==> src/include/asal_pkg.sv <==
/*
  Shared constants for the alarm sticky and alert logic: sizes, register
  offsets, field positions, reset values, mode and loop state codes, timing.
  Assumes a 100 MHz core clock and a 32-bit APB register bus.
*/
package asal_pkg;

  // Sizes of the alarm map
  localparam int NUM_REF       = 2;   // Reference monitors
  localparam int NUM_LOOP      = 3;   // Index 0 is the system loop, then channel loops
  localparam int ALM_PER_REF   = 3;
  localparam int ALM_PER_LOOP  = 2;
  localparam int LOOP_ALM_BASE = NUM_REF * ALM_PER_REF;
  localparam int NUM_ALM       = LOOP_ALM_BASE + NUM_LOOP * ALM_PER_LOOP;
  localparam int NUM_BLK       = NUM_REF + NUM_LOOP;
  localparam int NUM_GPIO      = 4;
  localparam int LS_W          = 4;   // Width of one loop state code

  // Alarm slot inside its block
  localparam int ALM_FREQ = 0;
  localparam int ALM_LOS  = 1;
  localparam int ALM_ACT  = 2;
  localparam int ALM_HOLD = 0;
  localparam int ALM_LOCK = 1;

  // Register byte offsets
  localparam logic [7:0] OFF_CTRL       = 8'h00;
  localparam logic [7:0] OFF_LIVE       = 8'h04;
  localparam logic [7:0] OFF_STICKY     = 8'h08;
  localparam logic [7:0] OFF_BLK_STICKY = 8'h0c;
  localparam logic [7:0] OFF_ALERT_EN   = 8'h10;
  localparam logic [7:0] OFF_LOOP_STATE = 8'h14;
  localparam logic [7:0] OFF_GPIO_CFG   = 8'h18;
  localparam logic [7:0] OFF_GPIO_END   = 8'h28;
  localparam logic [7:0] OFF_PIN_STATE  = 8'h28;

  // Field positions and reset values
  localparam int CTRL_GLB_EN_BIT = 0;
  localparam int ALERT_BLK_LSB   = 16;
  localparam int CFG_MODE_LSB    = 0;
  localparam int CFG_INV_BIT     = 2;
  localparam int CFG_SEL_LSB     = 4;
  localparam int CFG_W           = 8;
  localparam logic [CFG_W-1:0]   CFG_RST      = 8'h00;
  localparam logic [NUM_ALM-1:0] ALERT_EN_RST = 12'h000;
  localparam logic [NUM_BLK-1:0] BLK_EN_RST   = 5'h00;

  // Pin release timing: longest time rounds down to whole cycles
  localparam int CLK_MHZ          = 100;
  localparam int NEG_TIME_US      = 200;
  localparam int NEG_CYCLES_DFLT  = NEG_TIME_US * CLK_MHZ;
  localparam int NEG_CNT_W        = 15;

  typedef enum logic [1:0] {
    MODE_OFF    = 2'h0,
    MODE_LIVE   = 2'h1,
    MODE_STICKY = 2'h2,
    MODE_ALERT  = 2'h3
  } asal_mode_t;

  // Loop state machine codes, one-hot
  typedef enum logic [LS_W-1:0] {
    LS_FREERUN  = 4'h1,
    LS_LOCKING  = 4'h2,
    LS_LOCKED   = 4'h4,
    LS_HOLDOVER = 4'h8
  } asal_loop_state_t;

  // Block that owns a given alarm index
  function automatic logic [2:0] alm_block(input int idx);
    if (idx < LOOP_ALM_BASE) begin
      alm_block = 3'(idx / ALM_PER_REF);
    end else begin
      alm_block = 3'(NUM_REF + (idx - LOOP_ALM_BASE) / ALM_PER_LOOP);
    end
  endfunction

endpackage

==> src/include/asal_alarm_if.sv <==
/*
  Carrier between the register side and the sticky bank.
  Assumes both ends run on the same clock.
*/
`timescale 1ns/1ps
interface asal_alarm_if import asal_pkg::*; ();
  logic [NUM_ALM-1:0] live;
  logic [NUM_ALM-1:0] clr;
  logic [NUM_ALM-1:0] sticky;
  logic [NUM_BLK-1:0] blk_clr;
  logic [NUM_BLK-1:0] blk_sticky;
  logic               glb_en;

  modport bank (input live, clr, blk_clr, glb_en, output sticky, blk_sticky);
  modport ctl  (output live, clr, blk_clr, glb_en, input sticky, blk_sticky);
endinterface

==> src/logic/asal_sticky_bank.sv <==
/*
  Sticky bank: change detection on every live alarm, individual and block
  sticky bits with write-one clears.
  Assumes clears arrive as one-cycle pulses from the register side.
*/
`timescale 1ns/1ps
module asal_sticky_bank
  import asal_pkg::*;
(
  input  wire logic   clk,  // Core clock
  input  wire logic   rst,  // Asynchronous reset, active high
  asal_alarm_if.bank  al    // Live in, stickies out
);

  logic [NUM_ALM-1:0] live_q_r;
  logic [NUM_ALM-1:0] sticky_r;
  logic [NUM_ALM-1:0] sticky_nxt;
  logic [NUM_ALM-1:0] chg_w;
  logic [NUM_ALM-1:0] race_w;
  logic [NUM_BLK-1:0] blk_r;
  logic [NUM_BLK-1:0] blk_nxt;
  logic [NUM_BLK-1:0] blk_set_w;

  // Either edge of a live alarm counts; the global enable masks new events
  assign chg_w      = (al.live ^ live_q_r) & {NUM_ALM{al.glb_en}};
  assign race_w     = chg_w & al.clr;
  assign sticky_nxt = (sticky_r & ~al.clr) | chg_w;

  // Block sticky follows any individual set; set beats the block clear too
  always_comb begin
    blk_set_w = '0;
    for (int i = 0; i < NUM_ALM; i++) begin
      if (chg_w[i]) begin
        blk_set_w[alm_block(i)] = 1'b1;
      end
    end
  end
  assign blk_nxt = (blk_r & ~al.blk_clr) | blk_set_w;

  always_ff @(posedge clk or posedge rst) begin
    if (rst) begin
      live_q_r <= '0;
      sticky_r <= '0;
      blk_r    <= '0;
    end else begin
      live_q_r <= al.live;
      sticky_r <= sticky_nxt;
      blk_r    <= blk_nxt;
    end
  end

  assign al.sticky     = sticky_r;
  assign al.blk_sticky = blk_r;
endmodule

==> src/logic/asal_top.sv <==
/*
  Alarm sticky and alert logic: live alarm build-up from reference monitors
  and loop states, APB register file, alarm and alert pin drivers.
  Assumes all alarm and loop state inputs are synchronous to CLK.
*/
//
// Behaviour
// - Live bits read back the present alarm level, never latched.
// - Any live change, rising or falling, sets its sticky until cleared.
// - A pin tied to one alarm shows live or sticky state, optionally inverted.
// - The alert pin is built from sticky bits only.
// - Each reference monitor gives frequency, loss and activity alarms.
// - Holdover live is high while the loop sits in holdover.
// - Locked live needs the loop locked and the analog loop locked.
// - Loop stickies fire on state entry; loop state is readable.
// - System loop and every channel loop carry holdover and locked alarms.
// - Each alarm has live, sticky, clear and pin-routing configuration.
// - Host may clear any single sticky or any mix of them at once.
// - Each reference monitor has a block sticky set by its alarms.
// - Each loop has a block sticky, its clear, controls and a state field.
// - Alarm pins stay active until alarm and block stickies are cleared.
// - Pin negation after clearing may lag by up to 200 microseconds.
// - A global enable gates sticky events from every alarm source; live bits and live pins are not gated.
// - Per-alarm enables choose alert sources; alert polarity is invertible.
// - Alert is the OR of enabled stickies, active high by default.
// - A loss-of-signal pin follows the live alarm directly.
`timescale 1ns/1ps
module asal_top
  import asal_pkg::*;
#(
  parameter int NEG_CYCLES = NEG_CYCLES_DFLT  // Pin release interval in cycles
)(
  input  wire logic                     CLK,          // 100 MHz core clock
  input  wire logic                     RST,          // Asynchronous reset, active high
  input  wire logic                     PSEL,         // APB select
  input  wire logic                     PENABLE,      // APB access phase
  input  wire logic                     PWRITE,       // APB direction, high for write
  input  wire logic [7:0]               PADDR,        // APB byte address
  input  wire logic [31:0]              PWDATA,       // APB write data
  output logic      [31:0]              PRDATA,       // APB read data
  output logic                          PREADY,       // APB ready
  output logic                          PSLVERR,      // APB error on unmapped address
  input  wire logic [NUM_REF-1:0]       REF_FREQ_ALM, // Frequency offset limit exceeded
  input  wire logic [NUM_REF-1:0]       REF_LOS_ALM,  // Loss of signal
  input  wire logic [NUM_REF-1:0]       REF_ACT_ALM,  // Activity alarm
  input  wire logic [NUM_LOOP*LS_W-1:0] LOOP_STATE,   // One-hot loop states, system loop low
  input  wire logic                     ANALOG_LOCK,  // System analog loop locked
  output logic      [NUM_GPIO-1:0]      GPIO_O,       // Alarm pin levels
  output logic      [NUM_GPIO-1:0]      GPIO_OE       // Pin driven when high
);

  asal_alarm_if al ();

  logic [NUM_ALM-1:0]            live_w;
  logic [NUM_ALM-1:0]            stk_ext_w;
  logic [NUM_ALM-1:0]            lock_mask_w;
  logic                          ctrl_glb_r;
  logic [NUM_ALM-1:0]            alert_en_r;
  logic [NUM_BLK-1:0]            blk_en_r;
  logic [NUM_GPIO-1:0][CFG_W-1:0] gpio_cfg_r;
  logic [NUM_GPIO-1:0]           pin_act_r;
  logic [NUM_GPIO-1:0]           pin_act_nxt;
  logic [NUM_GPIO-1:0]           raw_w;
  logic [NUM_GPIO-1:0]           inv_w;
  logic [NUM_GPIO-1:0][3:0]      sel_w;
  asal_mode_t                    mode_w [NUM_GPIO];
  logic [NEG_CNT_W-1:0]          cnt_r;
  logic                          tick_w;
  logic                          alert_w;
  logic [31:0]                   prdata_r;
  logic                          pready_r;
  logic                          pslverr_r;
  logic [NUM_GPIO-1:0]           gpio_o_r;
  logic [NUM_GPIO-1:0]           gpio_oe_r;

  // Live alarm map: reference monitors first, then system and channel loops
  for (genvar r = 0; r < NUM_REF; r++) begin : g_ref
    assign live_w[r*ALM_PER_REF+ALM_FREQ] = REF_FREQ_ALM[r];
    assign live_w[r*ALM_PER_REF+ALM_LOS]  = REF_LOS_ALM[r];
    assign live_w[r*ALM_PER_REF+ALM_ACT]  = REF_ACT_ALM[r];
  end
  for (genvar l = 0; l < NUM_LOOP; l++) begin : g_loop
    localparam int HI = LOOP_ALM_BASE + l*ALM_PER_LOOP + ALM_HOLD;
    localparam int LI = LOOP_ALM_BASE + l*ALM_PER_LOOP + ALM_LOCK;
    assign live_w[HI] = LOOP_STATE[l*LS_W +: LS_W] == LS_HOLDOVER;
    assign live_w[LI] = (LOOP_STATE[l*LS_W +: LS_W] == LS_LOCKED)
                        && ANALOG_LOCK;
    assign lock_mask_w[HI] = 1'b0;
    assign lock_mask_w[LI] = 1'b1;
  end
  for (genvar r = 0; r < LOOP_ALM_BASE; r++) begin : g_refmask
    assign lock_mask_w[r] = 1'b0;
  end

  // Sticky bank; live goes in unlatched, global enable masks new events
  assign al.live   = live_w;
  assign al.glb_en = ctrl_glb_r;

  asal_sticky_bank u_bank (
    .clk (CLK),
    .rst (RST),
    .al  (al.bank)
  );

  // APB decode: no wait state, read data and ready come from flops loaded in the setup cycle
  logic       setup_w;
  logic       acc_w;
  logic       wr_w;
  logic       gpio_hit_w;
  logic [7:0] gpio_off_w;
  logic [1:0] gpio_idx_w;
  logic       addr_ok_w;
  logic [31:0] rdata_w;
  logic [NUM_ALM-1:0] clr_w;

  assign setup_w    = PSEL && !PENABLE;
  assign acc_w      = PSEL && PENABLE && pready_r;
  assign wr_w       = acc_w && PWRITE && !pslverr_r;
  assign gpio_off_w = PADDR - OFF_GPIO_CFG;
  assign gpio_idx_w = gpio_off_w[3:2];
  assign gpio_hit_w = (PADDR >= OFF_GPIO_CFG) && (PADDR < OFF_GPIO_END);
  assign addr_ok_w  = (PADDR[1:0] == 2'h0) &&
                      ((PADDR <= OFF_LOOP_STATE) || gpio_hit_w || (PADDR == OFF_PIN_STATE));

  // Read selection; live is taken at the setup cycle of the read
  assign rdata_w =
    !addr_ok_w                 ? 32'h0 :
    (PADDR == OFF_CTRL)        ? {31'h0, ctrl_glb_r} :
    (PADDR == OFF_LIVE)        ? {20'h0, live_w} :
    (PADDR == OFF_STICKY)      ? {20'h0, al.sticky} :
    (PADDR == OFF_BLK_STICKY)  ? {27'h0, al.blk_sticky} :
    (PADDR == OFF_ALERT_EN)    ? {11'h0, blk_en_r, 4'h0, alert_en_r} :
    (PADDR == OFF_LOOP_STATE)  ? {20'h0, LOOP_STATE} :
    gpio_hit_w                 ? {24'h0, gpio_cfg_r[gpio_idx_w]} :
                                 {28'h0, gpio_o_r};

  // Write-one-to-clear pulses, one cycle at the write edge
  assign clr_w      = (wr_w && PADDR == OFF_STICKY) ? PWDATA[NUM_ALM-1:0] : '0;
  assign al.clr     = clr_w;
  assign al.blk_clr = (wr_w && PADDR == OFF_BLK_STICKY) ? PWDATA[NUM_BLK-1:0] : '0;

  // Bus answer flops
  always_ff @(posedge CLK or posedge RST) begin
    if (RST) begin
      prdata_r  <= 32'h0;
      pready_r  <= 1'b0;
      pslverr_r <= 1'b0;
    end else begin
      pready_r  <= setup_w;
      pslverr_r <= setup_w && !addr_ok_w;
      prdata_r  <= setup_w ? rdata_w : prdata_r;
    end
  end

  // Control registers; writes to read-only words are ignored
  always_ff @(posedge CLK or posedge RST) begin
    if (RST) begin
      ctrl_glb_r <= 1'b0;
      alert_en_r <= ALERT_EN_RST;
      blk_en_r   <= BLK_EN_RST;
      gpio_cfg_r <= {NUM_GPIO{CFG_RST}};
    end else if (wr_w) begin
      if (PADDR == OFF_CTRL) begin
        ctrl_glb_r <= PWDATA[CTRL_GLB_EN_BIT];
      end
      if (PADDR == OFF_ALERT_EN) begin
        alert_en_r <= PWDATA[NUM_ALM-1:0];
        blk_en_r   <= PWDATA[ALERT_BLK_LSB +: NUM_BLK];
      end
      if (gpio_hit_w) begin
        gpio_cfg_r[gpio_idx_w] <= PWDATA[CFG_W-1:0];
      end
    end
  end

  // A sticky pin stays up while the alarm or its block sticky stands
  for (genvar i = 0; i < NUM_ALM; i++) begin : g_ext
    assign stk_ext_w[i] = al.sticky[i] | al.blk_sticky[alm_block(i)];
  end

  // Alert: OR of enabled stickies only, so the cause stays readable
  assign alert_w = |(al.sticky & alert_en_r) | |(al.blk_sticky & blk_en_r);

  // Per-pin source selection
  for (genvar g = 0; g < NUM_GPIO; g++) begin : g_pin
    logic sel_ok;
    assign mode_w[g] = asal_mode_t'(gpio_cfg_r[g][CFG_MODE_LSB +: 2]);
    assign sel_w[g]  = gpio_cfg_r[g][CFG_SEL_LSB +: 4];
    assign inv_w[g]  = gpio_cfg_r[g][CFG_INV_BIT];
    assign sel_ok    = sel_w[g] < 4'(NUM_ALM);
    assign raw_w[g]  =
      (mode_w[g] == MODE_LIVE)   ? sel_ok && live_w[sel_w[g]] :
      (mode_w[g] == MODE_STICKY) ? sel_ok && stk_ext_w[sel_w[g]] :
      (mode_w[g] == MODE_ALERT)  ? alert_w : 1'b0;
    // Asserts at once; sticky and alert pins release only on the next interval
    // tick, while a live pin follows its alarm with no hold
    assign pin_act_nxt[g] = raw_w[g] |
                            (pin_act_r[g] & ~tick_w & (mode_w[g] != MODE_LIVE));
  end

  // Release interval; a shared tick bounds negation lag to one interval,
  // which keeps pin chatter away from an edge-triggered interrupt
  assign tick_w = cnt_r == '0;
  always_ff @(posedge CLK or posedge RST) begin
    if (RST) begin
      cnt_r <= '0;
    end else begin
      cnt_r <= tick_w ? NEG_CNT_W'(NEG_CYCLES - 1) : cnt_r - 1'b1;
    end
  end

  // Pin flops
  always_ff @(posedge CLK or posedge RST) begin
    if (RST) begin
      pin_act_r <= '0;
      gpio_o_r  <= '0;
      gpio_oe_r <= '0;
    end else begin
      pin_act_r <= pin_act_nxt;
      gpio_o_r  <= pin_act_nxt ^ inv_w;
      for (int g = 0; g < NUM_GPIO; g++) begin
        gpio_oe_r[g] <= mode_w[g] != MODE_OFF;
      end
    end
  end

  assign PRDATA  = prdata_r;
  assign PREADY  = pready_r;
  assign PSLVERR = pslverr_r;
  assign GPIO_O  = gpio_o_r;
  assign GPIO_OE = gpio_oe_r;
endmodule

==> config.mk <==
export PLATFORM = sky130hd
export DESIGN_NAME = asal_top
export DESIGN_NICKNAME = d
export VERILOG_FILES = /design/src/include/asal_pkg.sv /design/src/include/asal_alarm_if.sv /design/src/logic/asal_sticky_bank.sv /design/src/logic/asal_top.sv
export SDC_FILE = /design/constraint.sdc
export NUM_CORES = 1
export LEC_CHECK = 0
export ABC_CLOCK_PERIOD_IN_PS = 5500
export BUFFER_PORTS_ARGS = -buffer_cell sky130_fd_sc_hd__buf_2
export CORE_AREA = 2 2 158 98
export DETAILED_ROUTE_END_ITERATION = 16
export DIE_AREA = 0 0 160 100
export PLACE_DENSITY = 0.71
export SLEW_MARGIN = 20
export SYNTH_ARGS = -nofsm -noshare
export SYNTH_HDL_FRONTEND = slang
export SYNTH_SLANG_ARGS = --single-unit
export TNS_END_PERCENT = 1
==> constraint.sdc <==
create_clock -name CLK -period 5.5 [get_ports CLK]
set_input_delay 1.1 -clock CLK [delete_from_list [all_inputs] [get_ports CLK]]
set_output_delay 1.1 -clock CLK [all_outputs]
set_load 0.05 [all_outputs]
==> reports/metrics.cfg <==
[outcome]
status = finished clean

[timing]
fmax_mhz = 305
skew_ns = 0.00838
relSlewSlack = 0.288
slew_violations = 0
hold_viol = 0
rsz0062_at_grt = false
worst-slew-pin-transition_ns = 1.06
setup_viol = 0
period_needed_ns = 3.28
finalSetupTns_ns = 0
min_period_over_period = 0.597

[pwr]
power_uw = 2510
p_leak_uw = 0.00354
peakVddDrop_uv = 167
power_density_nw_per_um2 = 305

[floorplan]
io_pins = 106
die_y_um = 100
die-area_um2 = 16000
start_util = 0.484
core_um2 = 14800
num_rows = 35
fp.dieW_um = 160

[synth]
ys_ff_latch = 125
ys_seq_area_frac = 0.437
synthTopCellsByArea = dfrtp_1 (44%), mux2_2 (9.9%), mux4_2 (4.1%), nand2_1 (3.1%), mux2i_1 (2.9%)
netlist_area_um2 = 7160
synthArstFlopShare = 1.00
synth.area.mux_share = 0.169
synth_flop_cell = dfrtp_1
yosysWarningCount = 0
synth_area_per_cell_um2 = 10.6
synth_top_cell_by_area = dfrtp_1
ys_types = 66
synth_top_family_by_area = simple AND/OR/NAND/NOR gates
synth_cells = 677
synth_top_area_share = 0.437
synthAdderAreaFrac = 0.00175
synthXorXnorAreaFrac = 0.0330
synth-compound-area-share = 0.143
yosys.area_share.simple = 0.170
synth_edf_count = 0

[clock_network]
cts-root-buf = clkbuf_16
cts_buffers = 17
postCtsHoldBufs = 0
clk_latency_ns = 0.42
clock_path_buffers = 2
cts_sinks = 125
cts_tree = built
clk_pin_slew_ns = 0.06
ctsResizeCount = 0
h-tree-depth = 4
post-cts-setup-buffers = 0

[global_routing]
grt_max_degree = 68
grt-ovfl-total = 0
gr-usage-all-layers = 0.295
grt_first_pass_wirelength_mm = 34.8
antenna_found_initial = 1
grt_pass1_vias = 5735

[critical_path]
arrival_ns = 3.58
crit_path_top_delay_cell = buf_2
startpoint_type = primary input
setup.worst_path.end_class = flip-flop
path_buf_inv = 1
max_stage_delay_ns = 0.68
crit_family = simple AND/OR/NAND/NOR gates
crit_chain = buf_2 -> nor2b_1 -> nand3_1 -> nor2_1 -> nor3_1 -> a221o_1
path_class = primary input to flip-flop
crit_required_ns = 5.79
crit_fanout = 34

[route]
drcViolationCount = 0
viasPerCell = 6.39
dr.pass1.iters = 6
drt_iter0_markers = 625
wirelength_mm = 23.2
avgRoutedWirePerCell_um = 24.3
postRouteAntennaNets = 0
vias = 6094

[finish]
antenna_cells = 0
nets = 803
drive_gt1_frac = 0.274
area_growth_pct = 14.9

[placement]
hpwl_mm = 16.9
finalWeightedCongestion = 1.03
port_buffers = 75

[min_path]
hold_path.class = flip-flop to flip-flop

[flow_run]
drv_cap = 0

-- synth_stat cells, drive strengths merged, types with 8 or more instances --
cell / instances
nor2: 50
a21oi: 20
xnor2: 8
a22o: 20
o21ai: 34
nor4: 9
nand2b: 12
mux2: 63
nor3: 25
a22oi: 10
xor2: 19
nand2: 59
a221oi: 8
dfrtp: 125
nor2b: 18
inv: 13
buf: 37
mux4: 13
clkbuf: 12
mux2i: 21
-- worst min-delay path, stage by stage, from the launching register on --
cell and delay, ns:
dfrtp_1 0.33, nand2_1 0.05, o21ai_0 0.06
-- cell type report --
cell class | instances | area [um2]
well taps | 203 | 254
flip-flops and latches | 125 | 3130
repair buffers | 77 | 390
multi-input cells | 504 | 3770
fillers | 1278 | 6570
clock buffers | 18 | 429
clock inverters | 14 | 204
inverters | 13 | 51.3
-- state kept, by name (all words and copies together), names as in the netlist --
signal and count:
GPIO_O 4, GPIO_OE 4, PRDATA 17, PREADY 1, PSLVERR 1, al.glb_en 1, alert_en_r 12, blk_en_r 5
cnt_r 15, gpio_cfg_r 32, pin_act_r 4, u_bank.al.blk_sticky 5, u_bank.al.sticky 12, u_bank.live_q_r 12
-- metrics by stage --
| stage | cells | util | area (um2) | hold WS, ns | setup slack [ns] |
|---|---|---|---|---|---|
| global route | 954 | 0.556 | 8230 | 0.511 | 2.15 |
| floorplan | 691 | - | 7220 | 0.443 | 1.07 |
| CTS | 954 | 0.556 | 8230 | 0.481 | 2.26 |
| finish | 954 | 0.556 | 8230 | 0.477 | 2.22 |
| detailed placement | 922 | 0.513 | 7590 | 0.472 | 1.85 |
| global placement | 922 | 0.513 | 7590 | 0.466 | 1.93 |
-- worst paths after layout --
path                                                start                         end  slack [ns]  cells past startpoint
worst max-delay path                             PADDR[2]       PRDATA[7]$_DFFE_PP0P_        2.22                      6
worst min-delay path                PRDATA[3]$_DFFE_PP0P_       PRDATA[3]$_DFFE_PP0P_        0.48                      2
worst max register to register  gpio_cfg_r[4]$_DFFE_PP0P_         GPIO_O[0]$_DFF_PP0_        2.77                      6
worst min register to register      PRDATA[3]$_DFFE_PP0P_       PRDATA[3]$_DFFE_PP0P_        0.48                      2
max in group asynchronous                             RST  gpio_cfg_r[20]$_DFFE_PP0P_        3.97                      3
min in group asynchronous                             RST            PREADY$_DFF_PP0_        0.88                      3
-- power by group --
part / switching, uW / internal, uW / total, uW / leakage (uW)
clock network: 451 / 768 / 1220 / 0.000299
logic: 212 / 95.2 / 308 / 0.00170
registers: 27.6 / 954 / 981 / 0.00154
-- per-layer routing --
layer / part of all wire / track usage / vias to the layer above / wire length (um)
li1: - / - / 2599 / -
met1: 0.44 / 0.449 / 3052 / 10300
met2: 0.40 / 0.396 / 396 / 9190
met3: 0.14 / 0.0996 / 45 / 3280
met4: 0.018 / 0.0790 / 2 / 417
met5: 0.00052 / 0 / - / 12
-- cell usage in the layout, fill, tap and decap left out, types with 8 or more instances in the layout --
cell type,count
a21oi_1,20
a221oi_1,8
a22o_1,20
a22oi_1,10
buf_2,75
clkbuf_16,17
conb_1,15
dfrtp_1,125
inv_1,12
mux2_2,63
mux2i_1,21
mux4_2,13
nand2_1,59
nand2b_1,12
nor2_1,46
nor2b_1,18
nor3_1,20
o21ai_0,32
xnor2_1,8
xor2_1,19
-- cell families after synthesis --
| logic type | after synthesis |
|---|---|
| xor gates and xnor gates | 27 |
| AOI/OAI and AO/OA | 143 |
| buffers and inverters | 62 |
| adders and majority gates | 1 |
| muxes | 97 |
| DFF | 125 |
| and+or+nand+nor | 221 |
| other | 1 |
Note: power is estimated with default switching activity, not from simulation.
